--- src/include/uart_rx_wake_pkg.sv ---
// Purpose: Constants and types for the receive, address detect and wake block
// Assumes: 100 MHz system clock, plain register port with 8-bit byte address
// Notes: All registers are 32-bit words, narrow fields sit in the low bits
package uart_rx_wake_pkg;

    // ----------------------------------------------------------------
    // Register map
    // ----------------------------------------------------------------
    localparam logic [7:0] ADDR_CTRL = 8'h00;
    localparam logic [7:0] ADDR_BAUD = 8'h04;
    localparam logic [7:0] ADDR_RXDATA = 8'h08;
    localparam logic [7:0] ADDR_STATUS = 8'h0C;
    localparam logic [7:0] ADDR_MASK = 8'h10;

    // ----------------------------------------------------------------
    // Field positions
    // ----------------------------------------------------------------
    localparam int CTRL_SPEED_BIT = 0;
    localparam int CTRL_ADDR_DET_BIT = 1;
    localparam int CTRL_WAKE_BIT = 2;
    localparam int CTRL_RIE_BIT = 3;
    localparam int CTRL_WIDTH_BIT = 4;
    localparam int CTRL_RXEN_BIT = 5;
    localparam int CTRL_W = 6;
    localparam int BAUD_W = 12;
    localparam int DATA_W = 9;
    localparam int STAT_W = 4;
    localparam int ST_RX_READY = 0;
    localparam int ST_RX_ADDR = 1;
    localparam int ST_WAKE = 2;
    localparam int ST_FRAME_ERR = 3;

    // ----------------------------------------------------------------
    // Reset values and timing
    // ----------------------------------------------------------------
    localparam logic [CTRL_W-1:0] CTRL_RESET = 6'h00;
    localparam logic [BAUD_W-1:0] BAUD_RESET = 12'h000;
    localparam logic [STAT_W-1:0] MASK_RESET = 4'h0;
    localparam logic [3:0] OVERSAMPLE_LAST = 4'hF;
    localparam logic [3:0] OVERSAMPLE_MID = 4'h7;
    localparam logic [1:0] LOW_SPEED_LAST = 2'h3;
    localparam logic [3:0] BITS_8_LAST = 4'h7;
    localparam logic [3:0] BITS_9_LAST = 4'h8;

    // ----------------------------------------------------------------
    // Types
    // ----------------------------------------------------------------
    typedef enum logic [3:0] {
        RX_IDLE = 4'b0001,
        RX_START = 4'b0010,
        RX_DATA = 4'b0100,
        RX_STOP = 4'b1000
    } rx_state_t;

    typedef struct packed {
        logic rx_enable;
        logic data_width_select;
        logic rx_irq_enable;
        logic wake_enable;
        logic address_detect_enable;
        logic baud_speed_select;
    } ctrl_t;

    typedef struct packed {
        logic [7:0] addr;
        logic [31:0] wdata;
        logic wr;
        logic rd;
    } reg_req_t;

endpackage : uart_rx_wake_pkg

--- src/core/uart_rx_address_wake_ctrl.sv ---
// Purpose: Receive path with baud speed select, address detect, pin wake and irq gating
// Assumes: Receive pin is asynchronous; clock-off flag comes from the same clock domain
// Notes: One start bit, 8 or 9 data bits LSB first, one stop bit
//
// Operation
// - Baud speed select 1 gives high speed, 0 low speed, with divisor.
// - Address detect on: word is address when its top data bit is 1.
// - Address detect and interrupt on: every address word requests an interrupt.
// - Address detect on: words with address bit 0 are dropped silently.
// - Wake enable set: falling edge on receive pin raises wake-up request.
// - Pin wake acts only while UART clock is off.
// - Enabled wake request interrupts; processor then restarts the UART clock.
// - Receiver interrupt enable passes receiver interrupts at 1, blocks at 0.
// - Width select picks 8 or 9 bits; ninth bit kept read-only.
`timescale 1ns/1ps

module uart_rx_address_wake_ctrl (
    input wire logic i_clock,
    input wire logic i_sys_rst,
    input wire logic [7:0] i_addr,
    input wire logic [31:0] i_wr_data,
    input wire logic i_wr,
    input wire logic i_rd,
    input wire logic i_rx_pin,
    input wire logic i_uart_clock_off,
    output logic [31:0] o_rd_data,
    output logic o_irq,
    output logic o_wake_request,
    output logic o_baud_tick
);
    import uart_rx_wake_pkg::*;

    // ----------------------------------------------------------------
    // State
    // ----------------------------------------------------------------
    typedef struct packed {
        logic rx_meta;
        logic rx_sync;
        logic rx_prev;
        ctrl_t ctrl;
        logic [BAUD_W-1:0] baud_divisor;
        logic [STAT_W-1:0] status;
        logic [STAT_W-1:0] mask;
        logic [DATA_W-1:0] rx_data;
        logic [BAUD_W-1:0] div_cnt;
        logic [1:0] pre_cnt;
        logic tick;
        rx_state_t rx_state;
        logic [3:0] os_cnt;
        logic [3:0] bit_idx;
        logic [DATA_W-1:0] shift;
        logic [31:0] rd_data;
        logic irq;
    } state_t;

    localparam state_t STATE_RESET = '{
        rx_meta: 1'b1,
        rx_sync: 1'b1,
        rx_prev: 1'b1,
        ctrl: CTRL_RESET,
        baud_divisor: BAUD_RESET,
        status: '0,
        mask: MASK_RESET,
        rx_data: '0,
        div_cnt: '0,
        pre_cnt: '0,
        tick: 1'b0,
        rx_state: RX_IDLE,
        os_cnt: '0,
        bit_idx: '0,
        shift: '0,
        rd_data: '0,
        irq: 1'b0
    };

    state_t st;
    state_t next_st;
    reg_req_t req;

    assign req = '{addr: i_addr, wdata: i_wr_data, wr: i_wr, rd: i_rd};

    // ----------------------------------------------------------------
    // Register decode
    // ----------------------------------------------------------------
    function automatic logic hit(input reg_req_t r, input logic [7:0] a);
        hit = (r.addr == a);
    endfunction : hit

    // ----------------------------------------------------------------
    // Next state
    // ----------------------------------------------------------------
    logic [STAT_W-1:0] set_bits;
    logic [STAT_W-1:0] clr_bits;
    logic [STAT_W-1:0] gate_bits;
    logic fall_edge;
    logic addr_bit;
    logic [3:0] last_bit;
    logic [31:0] rd_mux;

    always_comb begin
        next_st = st;
        set_bits = '0;
        clr_bits = '0;
        addr_bit = 1'b0;
        rd_mux = 32'h0000_0000;

        // Pin synchroniser
        next_st.rx_meta = i_rx_pin;
        next_st.rx_sync = st.rx_meta;
        next_st.rx_prev = st.rx_sync;
        fall_edge = st.rx_prev & ~st.rx_sync;

        // Pin wake only while the UART clock is stopped
        if (st.ctrl.wake_enable && i_uart_clock_off && fall_edge) begin
            set_bits[ST_WAKE] = 1'b1;
        end

        // Baud generator: low speed adds a divide by four
        next_st.tick = 1'b0;
        if (i_uart_clock_off || !st.ctrl.rx_enable) begin
            next_st.div_cnt = '0;
            next_st.pre_cnt = '0;
        end else if (st.div_cnt >= st.baud_divisor) begin
            next_st.div_cnt = '0;
            if (st.ctrl.baud_speed_select) begin
                next_st.tick = 1'b1;
            end else begin
                next_st.pre_cnt = st.pre_cnt + 2'h1;
                next_st.tick = (st.pre_cnt == LOW_SPEED_LAST);
            end
        end else begin
            next_st.div_cnt = st.div_cnt + 12'h001;
        end

        // Receiver, stepped on each oversample tick
        last_bit = st.ctrl.data_width_select ? BITS_9_LAST : BITS_8_LAST;
        if (i_uart_clock_off || !st.ctrl.rx_enable) begin
            next_st.rx_state = RX_IDLE;
            next_st.os_cnt = '0;
        end else if (st.tick) begin
            next_st.os_cnt = st.os_cnt + 4'h1;
            case (st.rx_state)
                RX_IDLE: begin
                    next_st.os_cnt = '0;
                    if (!st.rx_sync) begin
                        next_st.rx_state = RX_START;
                    end
                end
                RX_START: begin
                    if (st.os_cnt == OVERSAMPLE_MID) begin
                        next_st.os_cnt = '0;
                        next_st.bit_idx = '0;
                        next_st.shift = '0;
                        next_st.rx_state = st.rx_sync ? RX_IDLE : RX_DATA;
                    end
                end
                RX_DATA: begin
                    if (st.os_cnt == OVERSAMPLE_LAST) begin
                        next_st.shift[st.bit_idx] = st.rx_sync;
                        next_st.bit_idx = st.bit_idx + 4'h1;
                        if (st.bit_idx == last_bit) begin
                            next_st.rx_state = RX_STOP;
                        end
                    end
                end
                RX_STOP: begin
                    if (st.os_cnt == OVERSAMPLE_LAST) begin
                        next_st.rx_state = RX_IDLE;
                        addr_bit = st.ctrl.data_width_select ? st.shift[8] : st.shift[7];
                        if (!st.rx_sync) begin
                            set_bits[ST_FRAME_ERR] = 1'b1;
                        end else if (st.ctrl.address_detect_enable && !addr_bit) begin
                            next_st.rx_data = st.rx_data;
                        end else begin
                            next_st.rx_data[7:0] = st.shift[7:0];
                            if (st.ctrl.data_width_select) begin
                                next_st.rx_data[8] = st.shift[8];
                            end
                            set_bits[ST_RX_READY] = 1'b1;
                            set_bits[ST_RX_ADDR] = st.ctrl.address_detect_enable;
                        end
                    end
                end
                default: begin
                    next_st.rx_state = RX_IDLE;
                end
            endcase
        end

        // Register writes
        if (req.wr) begin
            if (hit(req, ADDR_CTRL)) begin
                next_st.ctrl = ctrl_t'(req.wdata[CTRL_W-1:0]);
            end
            if (hit(req, ADDR_BAUD)) begin
                next_st.baud_divisor = req.wdata[BAUD_W-1:0];
            end
            if (hit(req, ADDR_STATUS)) begin
                clr_bits = req.wdata[STAT_W-1:0];
            end
            if (hit(req, ADDR_MASK)) begin
                next_st.mask = req.wdata[STAT_W-1:0];
            end
        end
        // Hardware set wins over a same-cycle clear
        next_st.status = (st.status & ~clr_bits) | set_bits;

        // Register reads, data in the following cycle only
        if (req.rd) begin
            case (req.addr)
                ADDR_CTRL: rd_mux = {26'h000_0000, st.ctrl};
                ADDR_BAUD: rd_mux = {20'h0_0000, st.baud_divisor};
                ADDR_RXDATA: rd_mux = {23'h00_0000, st.rx_data};
                ADDR_STATUS: rd_mux = {28'h000_0000, st.status};
                ADDR_MASK: rd_mux = {28'h000_0000, st.mask};
                default: rd_mux = 32'h0000_0000;
            endcase
        end
        next_st.rd_data = rd_mux;

        // Receiver events pass only with the receiver interrupt enable
        gate_bits = '1;
        gate_bits[ST_RX_READY] = st.ctrl.rx_irq_enable;
        gate_bits[ST_RX_ADDR] = st.ctrl.rx_irq_enable;
        gate_bits[ST_FRAME_ERR] = st.ctrl.rx_irq_enable;
        next_st.irq = |(next_st.status & st.mask & gate_bits);
    end

    // ----------------------------------------------------------------
    // State register
    // ----------------------------------------------------------------
    always_ff @(posedge i_clock or posedge i_sys_rst) begin
        if (i_sys_rst) begin
            st <= STATE_RESET;
        end else begin
            st <= next_st;
        end
    end

    // ----------------------------------------------------------------
    // Outputs
    // ----------------------------------------------------------------
    assign o_rd_data = st.rd_data;
    assign o_irq = st.irq;
    assign o_wake_request = st.status[ST_WAKE];
    assign o_baud_tick = st.tick;

endmodule : uart_rx_address_wake_ctrl

--- config.mk ---
export PLATFORM = sky130hd
export DESIGN_NAME = uart_rx_address_wake_ctrl
export DESIGN_NICKNAME = d
export VERILOG_FILES = /design/src/include/uart_rx_wake_pkg.sv /design/src/core/uart_rx_address_wake_ctrl.sv
export SDC_FILE = /design/constraint.sdc
export NUM_CORES = 1
export LEC_CHECK = 0
export BUFFER_PORTS_ARGS = -buffer_cell sky130_fd_sc_hd__buf_2
export CAP_MARGIN = 10
export CORE_MARGIN = 5
export CORE_UTILIZATION = 25
export CTS_CLUSTER_DIAMETER = 30
export DETAILED_ROUTE_END_ITERATION = 7
export HOLD_SLACK_MARGIN = 0.02
export REMOVE_ABC_BUFFERS = 1
export SYNTH_ARGS = -nofsm -noshare
export SYNTH_HDL_FRONTEND = slang
export SYNTH_SLANG_ARGS = --single-unit
--- constraint.sdc ---
create_clock -name i_clock -period 2.4 [get_ports i_clock]
set_input_delay 0 -clock i_clock [delete_from_list [all_inputs] [get_ports i_clock]]
set_output_delay 0 -clock i_clock [all_outputs]
set_load 0.005 [all_outputs]
Word level (Yosys, flattened, before mapping)
Cells that the tools add are included.
- bits in registers: 107
- latch bits: 0
- memory bits (writable): 0
- memory bits (read-only): 0
- input bits: 46
- output and inout port bits: 35
- word-level logic and storage cells: 118
- memories: 0
- add/subtract/negate cells: 4
- $mul: 0
- divide/modulo/power cells: 0
- $lt $le $gt $ge: 3
- equal/unequal tests: 20
- shift-type cells: 0
- muxes and demuxes: 39
- bitwise logic cells: 9
- reductions and logical operators: 20
- operators with widths (cell ; count):
    one-hot mux 12 bit (5 select lines) ; 1
    2-to-1 mux 21 bit ; 2
    2-to-1 mux 4 bit ; 7
    one-hot mux 13 bit (2 select lines) ; 1
    2-to-1 mux 12 bit ; 2
    equality test 8 x 4 -> 1 bit, second input constant ; 2
    one-hot mux 4 bit (4 select lines) ; 1
    != test 3 bit, second input constant ; 5
    2-to-1 mux 14 bit ; 1
    2-to-1 mux 2 bit ; 7
    2-to-1 mux 13 bit ; 1
    adder 12 x 1 -> 12 bit, second input constant ; 1
    AND 4 bit ; 3
    greater-or-equal comparator 12 bit ; 1
    AND reduction 6 bit ; 2
    2-to-1 mux 1 bit ; 10
    bitwise mux 9 bit ; 1
    adder 4 x 1 -> 4 bit, second input constant ; 2
    equality test 4 x 3 -> 1 bit, second input constant ; 2
    equality test 4 bit, second input constant ; 2
    equality test 8 x 3 -> 1 bit, second input constant ; 1
    equality test 8 x 5 -> 1 bit, second input constant ; 1
    zero test 8 bit ; 1
    2-to-1 mux 8 bit ; 1
    other kinds (24) ; 37

Depth between registers and ports, before layout
Gate-level depths: netlist of run 1.
- word-level depth: 13
- mapped depth: 8
- depth with buffers taken out: 7

Least setup slack after synthesis of run 1
OpenSTA, ideal clock, no wires.
- path type: register to register
- start: register st[53] (netlist bit)
- end: register st[34] (netlist bit)
- library setup time: 76 ps
- arrival time: 1912 ps
- required time: 2324 ps
- path slack: 411 ps
- cell stages (with the launch flop): 8
- buffers on the path: 2
- cells stage by stage: dfrtp_1 > or4b_1 > buf_6 > mux2i_4 > nand4_4 > or3_1 > buf_6 > o21ai_1
- cells in the longest elaborated chain, start to end: 3
- elaborated cells on any way between the ends: 7
- classes of those cells: eq/ne (4); mux (1); reduce/logical (2)
- RTL lines (what ; RTL line ; RTL):
    start: declaration ; uart_rx_address_wake_ctrl.sv:76 ; state_t st;
    start signal: assignment ; uart_rx_address_wake_ctrl.sv:236 ; st <= next_st;
    equality test 4 x 3 -> 1 bit or equality test 4 x 2 -> 1 bit (tied branches) ; uart_rx_address_wake_ctrl.sv:142 ; case (st.rx_state)
    != test 2 bit (no source line) or nonzero test 2 bit (tied branches) ; -- ;
    AND reduction 5 bit (no source line) ; -- ;
Several ways; a longest one is shown, not always the timed one.
A chain may end at the register's enable or synchronous reset.

Final worst setup path of run 1
- start: register st[53] (netlist bit)
- end: register st[36] (netlist bit)
Same word-level chain as after synthesis.

==> flow_summary.html, run 1 <==
<table>
<tr><th>Metric</th><th>Value</th></tr>
<tr><th colspan="2">Worst setup path</th></tr>
<tr><td>Largest delay share family, worst path</td><td>simple AND/OR/NAND/NOR gates</td></tr>
<tr><td>Worst Setup Path Type</td><td>register to register</td></tr>
<tr><td>Critical path origin</td><td>st[53]$_DFFE_PP0P_</td></tr>
<tr><td>Worst Setup Start Kind</td><td>register</td></tr>
<tr><td>Worst-path cell chain</td><td>or4b_1 -&gt; mux2i_4 -&gt; nand4_4 -&gt; or3_1 -&gt; o21ai_1</td></tr>
<tr><td>R2r endpoint</td><td>st[36]$_DFFE_PP0P_</td></tr>
<tr><td>Worst R2R Setup Slack</td><td>0.21 ns</td></tr>
<tr><td>Logic depth of the worst register-to-register path</td><td>5</td></tr>
<tr><td>Nature of the critical path endpoint</td><td>register</td></tr>
<tr><td>Worst-path cell with the longest stage delay</td><td>sky130_fd_sc_hd__or4b_1</td></tr>
<tr><td>Crit path DAT</td><td>2.45 ns</td></tr>
<tr><td>Reg-to-reg critical path startpoint</td><td>st[53]$_DFFE_PP0P_</td></tr>
<tr><td>Largest fanout on the critical path</td><td>8</td></tr>
<tr><td>CP max stage delay</td><td>0.66 ns</td></tr>
<tr><td>Required time of the worst setup path</td><td>2.66 ns</td></tr>
<tr><td>Buf/Inv on CP</td><td>0</td></tr>
<tr><th colspan="2">Global routing</th></tr>
<tr><td>Antenna violations before repair</td><td>0</td></tr>
<tr><td>Congestion Overflow GR</td><td>0</td></tr>
<tr><td>First-pass GRT wire length</td><td>17,700 um</td></tr>
<tr><td>Global Route Usage Sum</td><td>0.100</td></tr>
<tr><td>Vias in the first global route</td><td>3,306</td></tr>
<tr><td>Largest net degree at the start of global routing</td><td>55</td></tr>
<tr><th colspan="2">Worst hold path</th></tr>
<tr><td>Type of the worst min-delay path</td><td>primary input to register</td></tr>
<tr><td>Hold Path Cell Cnt</td><td>2</td></tr>
<tr><td>Worst min-delay path endpoint</td><td>o_wake_request$_DFF_PP0_</td></tr>
<tr><td>Hold Startpoint</td><td>i_wr</td></tr>
<tr><th colspan="2">Run</th></tr>
<tr><td>Max-cap violations</td><td>0</td></tr>
<tr><th colspan="2">Clocking</th></tr>
<tr><td>Number of levels the H-tree was split into</td><td>3</td></tr>
<tr><td>CTS tree</td><td>done</td></tr>
<tr><td>Buffer type at the clock tree root</td><td>sky130_fd_sc_hd__clkbuf_16</td></tr>
<tr><td>Longest Clk Path Bufs</td><td>2</td></tr>
<tr><td>Number of buffers added by the clock tree synthesis step</td><td>9</td></tr>
<tr><td>Later-pin clock latency in the skew report</td><td>0.35 ns</td></tr>
<tr><td>Post-CTS setup repair buffer count</td><td>0</td></tr>
<tr><td># clock sinks</td><td>87</td></tr>
<tr><td>Clock slew at reported path FFs</td><td>0.07 ns</td></tr>
<tr><th colspan="2">Cells and area</th></tr>
<tr><td>Fraction of final layout cells with drive strength greater than 1</td><td>0.195</td></tr>
<tr><td>Antenna fix cells</td><td>0</td></tr>
<tr><td>Final layout net count</td><td>558</td></tr>
<tr><td>P&amp;R area growth vs syn</td><td>16.9%</td></tr>
<tr><td>Post-Layout Inst Area</td><td>5360 um^2</td></tr>
<tr><th colspan="2">STA</th></tr>
<tr><td>Final clock period utilization by the worst path</td><td>0.911</td></tr>
<tr><td>Largest clock skew in the final design</td><td>0.0125 ns</td></tr>
<tr><td>Worst path setup slack after routing</td><td>0.214 ns</td></tr>
<tr><td>Fmax</td><td>0.458 GHz</td></tr>
<tr><td>Worst hold slack across all endpoints</td><td>0.0436 ns</td></tr>
<tr><td>Max-slew violations</td><td>0</td></tr>
<tr><td>Max-slew headroom at the worst pin</td><td>0.544</td></tr>
<tr><td>Post-Route Setup TNS</td><td>0 ns</td></tr>
<tr><td>Hold violation total from the final report</td><td>0</td></tr>
<tr><td>Clock period minus worst slack</td><td>2.19 ns</td></tr>
<tr><td>Final number of setup-violating endpoints</td><td>0</td></tr>
<tr><td>Transition time at the pin with the least slew margin</td><td>0.680 ns</td></tr>
<tr><td>Unrepaired setup endpoints after global routing</td><td>no</td></tr>
<tr><th colspan="2">Detailed routing</th></tr>
<tr><td>Number of DRC violations after detailed-routing iteration 0</td><td>211</td></tr>
<tr><td>Routed length per placed instance</td><td>14.3 um</td></tr>
<tr><td>Pre-Repair DR Iteration Count</td><td>5</td></tr>
<tr><td>Number of nets with antenna violations after routing</td><td>0</td></tr>
<tr><td>DRC Markers</td><td>0</td></tr>
<tr><td>Routed wire length</td><td>10,400 um</td></tr>
<tr><td>Via count</td><td>3,361</td></tr>
<tr><td>Per-cell via count in the routed design</td><td>4.62</td></tr>
<tr><th colspan="2">Floorplan</th></tr>
<tr><td>Boundary Pins</td><td>81</td></tr>
<tr><td>Core box area</td><td>18,000 um^2</td></tr>
<tr><td>Vertical die dimension</td><td>145 um</td></tr>
<tr><td>X dimension of the die</td><td>145 um</td></tr>
<tr><td>Effective utilization at floorplan</td><td>0.254</td></tr>
<tr><td>Overall die area</td><td>21,200 um^2</td></tr>
<tr><td>Number of rows created at floorplan</td><td>49</td></tr>
<tr><th colspan="2">Placed design</th></tr>
<tr><td>Number of port buffers</td><td>40</td></tr>
<tr><td>Total half-perimeter wirelength after legalization and detailed placement</td><td>7600 um</td></tr>
<tr><td>Dpl ws</td><td>0.212 ns</td></tr>
<tr><td>Cell area after placement</td><td>4920 um^2</td></tr>
<tr><td>Gpl congestion</td><td>0.805</td></tr>
<tr><th colspan="2">Power</th></tr>
<tr><td>Worst IR drop on VDD</td><td>376 uV</td></tr>
<tr><td>LEAKAGE</td><td>2.47 nW</td></tr>
<tr><td>Total power draw</td><td>3.13 mW</td></tr>
<tr><td>Pwr per Cell Area</td><td>584 nW/um^2</td></tr>
<tr><th colspan="2">Logic synthesis</th></tr>
<tr><td>Post-Synthesis Cell Area</td><td>4590 um^2</td></tr>
<tr><td>Average cell area after synthesis</td><td>10.3 um^2</td></tr>
<tr><td>Async SR Flop Fraction</td><td>1.00</td></tr>
<tr><td>Post-synth EDFFs</td><td>0</td></tr>
<tr><td>Synthesis warning total</td><td>0</td></tr>
<tr><td>Commonest register cell after synthesis</td><td>sky130_fd_sc_hd__dfrtp_1</td></tr>
<tr><td>Count of mapped cells out of synthesis</td><td>445</td></tr>
<tr><td>Sequential cell area fraction in the yosys report</td><td>0.476</td></tr>
<tr><td>Netlist cell types</td><td>55</td></tr>
<tr><td>Post-synthesis register bit count</td><td>87</td></tr>
<tr><th colspan="2">Run status</th></tr>
<tr><td>Run status</td><td>finished clean</td></tr>
</table>
-- power by group --
part | internal, mW | switching [mW]
clock network | 0.819 | 0.624
registers | 1.49 | 0.0246
logic | 0.0710 | 0.103
total | 2.38 | 0.752
-- state kept, by name, indices dropped and copies added, names as in the netlist --
register / flops
st: 69
next_st: 2
o_wake_request: 1
o_irq: 1
gate_bits: 1
o_rd_data: 12
o_baud_tick: 1
-- logic make-up (layout without fill, tap and decap cells) --
| group | Yosys count | after routing | share of synthesized area |
|---|---|---|---|
| muxes | 36 | 36 | 0.0900 |
| xor gates and xnor gates | 11 | 11 | 0.0210 |
| and+or+nand+nor | 136 | 136 | 0.157 |
| adders and majority gates | 19 | 19 | 0.0518 |
| AOI/OAI and AO/OA | 86 | 86 | 0.115 |
| other | 1 | 20 | 0.000818 |
| buffers and inverters | 69 | 103 | 0.0878 |
| DFF | 87 | 87 | 0.476 |
-- metrics by stage --
step | util | std cells
5_1_grt | 0.298 | 727
3_5_place_dp | 0.273 | 697
4_1_cts | 0.298 | 727
3_3_place_gp | 0.273 | 697
6_report | 0.298 | 727
2_1_floorplan | - | 418
-- layout make-up --
| class | count | area, um^2 |
|---|---|---|
| timing repair buffer | 64 | 428 |
| fill | 1882 | 12700 |
| tap | 229 | 287 |
| inverter | 23 | 87.6 |
| multi-input combinational | 308 | 2070 |
| sequential | 87 | 2180 |
| clock inverter | 7 | 80.1 |
| clock buffer | 9 | 225 |
-- routing by layer --
metal,share of wire,vias to the layer above,track usage
met5,0,-,0
met4,0.012,0,0.0299
met3,0.045,13,0.0262
met2,0.47,75,0.153
met1,0.48,1640,0.139
li1,-,1633,-
-- repair_timing --
action,CTS,global route
endpoints found under the setup margin,0,0
hold buffers,14,0
gates resized for setup,0,0
hold endpoints to repair,55,0
-- worst reg2reg max path, stage by stage (launching register included) --
cell and delay, ns:
sky130_fd_sc_hd__dfrtp_1 0.41, sky130_fd_sc_hd__or4b_1 0.66, sky130_fd_sc_hd__mux2i_4 0.21, sky130_fd_sc_hd__nand4_4 0.16, sky130_fd_sc_hd__or3_1 0.49, sky130_fd_sc_hd__o21ai_1 0.19
-- synthesized netlist by cell type (8+ instances only) --
cell type,n,area (um^2)
sky130_fd_sc_hd__mux2_1,11,124
sky130_fd_sc_hd__clkbuf_1,8,30.0
sky130_fd_sc_hd__a21oi_1,22,110
sky130_fd_sc_hd__nand3_1,19,95.1
sky130_fd_sc_hd__ha_1,19,238
sky130_fd_sc_hd__dfrtp_1,83,2080
sky130_fd_sc_hd__and3_1,11,68.8
sky130_fd_sc_hd__buf_4,34,255
sky130_fd_sc_hd__o21ai_0,26,130
sky130_fd_sc_hd__nand2_1,34,128
sky130_fd_sc_hd__inv_1,23,86.3
sky130_fd_sc_hd__mux2_2,21,236
sky130_fd_sc_hd__a22oi_1,8,60.1
sky130_fd_sc_hd__nor2_1,29,109
sky130_fd_sc_hd__o21ai_1,9,45.0
-- layout by cell type (no fill, tap or decap), types with 19 or more instances in the layout --
cell,count
sky130_fd_sc_hd__nand3_1,19
sky130_fd_sc_hd__mux2_2,21
sky130_fd_sc_hd__nor2_1,29
sky130_fd_sc_hd__conb_1,20
sky130_fd_sc_hd__nand2_1,34
sky130_fd_sc_hd__buf_2,40
sky130_fd_sc_hd__ha_1,19
sky130_fd_sc_hd__inv_1,22
sky130_fd_sc_hd__dfrtp_1,83
sky130_fd_sc_hd__o21ai_0,26
sky130_fd_sc_hd__a21oi_1,22
-- worst max-delay path by stage --
stage	endpoint	slack [ns]	depth (start not counted)
floorplan	gate_bits[0]$_DFFE_PP0P_	0.16	1
global placement	st[35]$_DFFE_PP0P_	0.24	5
detailed placement	st[36]$_DFFE_PP0P_	0.21	5
CTS	st[36]$_DFFE_PP0P_	0.19	5
global route	st[36]$_DFFE_PP0P_	0.08	5
finish	st[36]$_DFFE_PP0P_	0.21	5
Power figures use the tool's default switching activity.
==> inputs of run 2 (changes only) <==
Settings changed: BUFFER_PORTS_ARGS -buffer_cell sky130_fd_sc_hd__buf_2 to default, DONT_BUFFER_PORTS from default to 1.
==> run 2 against run 1 <==
Net effect: combinational power is 13% lower; total power is 4.1% lower; clock skew is 0.0040 ns lower; critical path type is now primary input to register; largest power group unchanged; highest routed layer unchanged.
==> flow_summary.html, run 2 (synthesis gave the netlist of run 1 again) <==
<table>
<tr><th>Metric</th><th>Value</th></tr>
<tr><th colspan="2">Run status</th></tr>
<tr><td>Run status</td><td>finished clean</td></tr>
<tr><th colspan="2">Placed design</th></tr>
<tr><td>Number of port buffers</td><td>0</td></tr>
<tr><td>Total half-perimeter wirelength after legalization and detailed placement</td><td>7710 um</td></tr>
<tr><td>Gpl congestion</td><td>0.833</td></tr>
<tr><th colspan="2">Clocking</th></tr>
<tr><td>Post-CTS setup repair buffer count</td><td>0</td></tr>
<tr><td># clock sinks</td><td>87</td></tr>
<tr><td>Later-pin clock latency in the skew report</td><td>0.34 ns</td></tr>
<tr><td>Clock slew at reported path FFs</td><td>0.07 ns</td></tr>
<tr><td>Buffer type at the clock tree root</td><td>sky130_fd_sc_hd__clkbuf_16</td></tr>
<tr><td>Number of levels the H-tree was split into</td><td>3</td></tr>
<tr><td>Longest Clk Path Bufs</td><td>2</td></tr>
<tr><td>CTS tree</td><td>done</td></tr>
<tr><td>Number of buffers added by the clock tree synthesis step</td><td>9</td></tr>
<tr><th colspan="2">Global routing</th></tr>
<tr><td>Congestion Overflow GR</td><td>0</td></tr>
<tr><td>First-pass GRT wire length</td><td>17,400 um</td></tr>
<tr><td>Antenna violations before repair</td><td>0</td></tr>
<tr><td>Layer with the highest usage after global routing</td><td>met2</td></tr>
<tr><td>Global Route Usage Sum</td><td>0.0989</td></tr>
<tr><td>Global-route track usage on met2</td><td>0.160</td></tr>
<tr><td>Largest net degree at the start of global routing</td><td>40</td></tr>
<tr><td>Global routing met1 resource utilization</td><td>0.128</td></tr>
<tr><td>Met3 Resource Use GR</td><td>0.0277</td></tr>
<tr><td>Vias in the first global route</td><td>3,373</td></tr>
<tr><th colspan="2">Detailed routing</th></tr>
<tr><td>Per-cell via count in the routed design</td><td>4.76</td></tr>
<tr><td>Routed length per placed instance</td><td>14.9 um</td></tr>
<tr><td>Via count</td><td>3,297</td></tr>
<tr><td>Routed wire length</td><td>10,300 um</td></tr>
<tr><td>Number of DRC violations after detailed-routing iteration 0</td><td>175</td></tr>
<tr><td>DRC Markers</td><td>0</td></tr>
<tr><td>Number of nets with antenna violations after routing</td><td>0</td></tr>
<tr><td>Pre-Repair DR Iteration Count</td><td>4</td></tr>
<tr><th colspan="2">Worst setup path</th></tr>
<tr><td>R2r endpoint</td><td>st[34]$_DFFE_PP0P_</td></tr>
<tr><td>Reg-to-reg critical path startpoint</td><td>st[53]$_DFFE_PP0P_</td></tr>
<tr><td>Largest fanout on the critical path</td><td>4</td></tr>
<tr><td>Logic depth of the worst register-to-register path</td><td>5</td></tr>
<tr><td>Nature of the critical path endpoint</td><td>register</td></tr>
<tr><td>Required time of the worst setup path</td><td>2.59 ns</td></tr>
<tr><td>Worst R2R Setup Slack</td><td>0.19 ns</td></tr>
<tr><td>Worst Setup Start Kind</td><td>primary input</td></tr>
<tr><td>Worst-path cell with the longest stage delay</td><td>sky130_fd_sc_hd__dlygate4sd3_1</td></tr>
<tr><td>Cell type with the highest occurrence count on the critical path</td><td>sky130_fd_sc_hd__dlygate4sd3_1</td></tr>
<tr><td>Largest delay share family, worst path</td><td>buffers and inverters</td></tr>
<tr><td>Crit path DAT</td><td>2.41 ns</td></tr>
<tr><td>Buf/Inv on CP</td><td>2</td></tr>
<tr><td>CP max stage delay</td><td>0.59 ns</td></tr>
<tr><td>Worst Setup Path Type</td><td>primary input to register</td></tr>
<tr><td>Worst-path cell chain</td><td>dlygate4sd3_1 -&gt; or4bb_1 -&gt; dlygate4sd3_1 -&gt; o31ai_2 -&gt; o21ai_1 -&gt; a211oi_1 -&gt; o221ai_1</td></tr>
<tr><th colspan="2">STA</th></tr>
<tr><td>Unrepaired setup endpoints after global routing</td><td>no</td></tr>
<tr><td>Max-slew headroom at the worst pin</td><td>0.505</td></tr>
<tr><td>Transition time at the pin with the least slew margin</td><td>0.738 ns</td></tr>
<tr><td>Clock period minus worst slack</td><td>2.22 ns</td></tr>
<tr><td>Hold violation total from the final report</td><td>0</td></tr>
<tr><td>Fmax</td><td>0.451 GHz</td></tr>
<tr><td>Post-Route Setup TNS</td><td>0 ns</td></tr>
<tr><td>Max-slew violations</td><td>0</td></tr>
<tr><td>Final clock period utilization by the worst path</td><td>0.924</td></tr>
<tr><td>Worst hold slack across all endpoints</td><td>0.0573 ns</td></tr>
<tr><td>Largest clock skew in the final design</td><td>0.00847 ns</td></tr>
<tr><td>Final number of setup-violating endpoints</td><td>0</td></tr>
<tr><th colspan="2">Power</th></tr>
<tr><td>Pwr per Cell Area</td><td>578 nW/um^2</td></tr>
<tr><td>LEAKAGE</td><td>2.30 nW</td></tr>
<tr><td>Worst IR drop on VDD</td><td>345 uV</td></tr>
<tr><th colspan="2">Floorplan</th></tr>
<tr><td>X dimension of the die</td><td>145 um</td></tr>
<tr><td>Boundary Pins</td><td>81</td></tr>
<tr><td>Vertical die dimension</td><td>145 um</td></tr>
<tr><td>Number of rows created at floorplan</td><td>49</td></tr>
<tr><td>Overall die area</td><td>21,200 um^2</td></tr>
<tr><td>Effective utilization at floorplan</td><td>0.254</td></tr>
<tr><td>Core box area</td><td>18,000 um^2</td></tr>
<tr><th colspan="2">Cells and area</th></tr>
<tr><td>Area occupied by registers</td><td>2180 um^2</td></tr>
<tr><td>Largest register by flop count</td><td>st</td></tr>
<tr><td>Number of flip-flops under the largest register name</td><td>69</td></tr>
<tr><td>Final layout net count</td><td>524</td></tr>
<tr><td>P&amp;R area growth vs syn</td><td>13.4%</td></tr>
<tr><td>Most common library cell in the layout ignoring fill and taps</td><td>sky130_fd_sc_hd__dfrtp_1</td></tr>
<tr><td>Top library cells by usage in the layout, fill and taps aside</td><td>sky130_fd_sc_hd__dfrtp_1, sky130_fd_sc_hd__nand2_1, sky130_fd_sc_hd__nor2_1, sky130_fd_sc_hd__o21ai_0</td></tr>
<tr><td>Antenna fix cells</td><td>0</td></tr>
<tr><td>Area taken by multi-input logic gates</td><td>2080 um^2</td></tr>
<tr><td>Fraction of final layout cells with drive strength greater than 1</td><td>0.125</td></tr>
<tr><td>Count of filler cells inserted in the layout</td><td>1,859</td></tr>
<tr><th colspan="2">Worst hold path</th></tr>
<tr><td>Type of the worst min-delay path</td><td>primary input to register</td></tr>
<tr><td>Hold Path Cell Cnt</td><td>3</td></tr>
<tr><td>Worst min-delay path endpoint</td><td>st[82]$_DFF_PP0_</td></tr>
<tr><td>Hold Startpoint</td><td>i_addr[6]</td></tr>
<tr><th colspan="2">Run</th></tr>
<tr><td>Max-cap violations</td><td>0</td></tr>
</table>
run 2: area by class of cell:
| class | instances | area share |
|---|---|---|
| flip-flops and latches | 87 | 0.419 |
| multi-input cells | 308 | 0.399 |
| repair buffers | 30 | 0.0553 |
| well taps | 229 | 0.0551 |
| clock buffers | 9 | 0.0433 |
| inverters | 23 | 0.0168 |
| clock inverters | 7 | 0.0106 |
run 2: repair_timing:
action,in CTS,in global routing
endpoints found under the hold margin,69,0
endpoints found under the setup margin,0,1
resized for setup,0,2
hold buffers,20,0
run 2: worst max path at each step:
stage                            start                        to  slack (ns)  depth (start not counted)
global route                 i_addr[1]           o_irq$_DFF_PP0_        0.05                          7
finish                       i_addr[1]           o_irq$_DFF_PP0_        0.18                          7
floorplan                    i_sys_rst  gate_bits[0]$_DFFE_PP0P_        0.16                          1
detailed placement  st[53]$_DFFE_PP0P_        st[34]$_DFFE_PP0P_        0.20                          5
CTS                          i_addr[1]           o_irq$_DFF_PP0_        0.09                          7
global placement    st[53]$_DFFE_PP0P_        st[36]$_DFFE_PP0P_        0.28                          5
run 2: tightest hold or removal path, delay by kind of cell:
family           cells  cell delay [ns]
AO/OA/AOI/OAI        2             0.19
AND/OR/NAND/NOR      1             0.16
run 2: power breakdown:
part	total (mW)	internal (mW)	switching [mW]
clock	1.34	0.714	0.622
combinational	0.151	0.0613	0.0898
sequential	1.52	1.49	0.0270
run 2: metrics by stage:
| stage | power, mW | worst slack [ns] | instances | cell area [um^2] | util |
|---|---|---|---|---|---|
| 3_3_place_gp | 1.66 | 0.276 | 657 | 4720 | 0.262 |
| 4_1_cts | 3.06 | 0.0948 | 693 | 5200 | 0.288 |
| 2_1_floorplan | 1.63 | 0.156 | 418 | 4340 | - |
| 6_report | 3.01 | 0.182 | 693 | 5200 | 0.289 |
| 3_5_place_dp | 1.67 | 0.198 | 657 | 4720 | 0.262 |
| 5_1_grt | 3.14 | 0.0457 | 693 | 5200 | 0.289 |
run 2: per-layer routing:
layer	wire, um	vias up
li1	-	1565
met1	4700	1646
met2	4960	69
met3	464	17
met4	205	0
met5	0	-
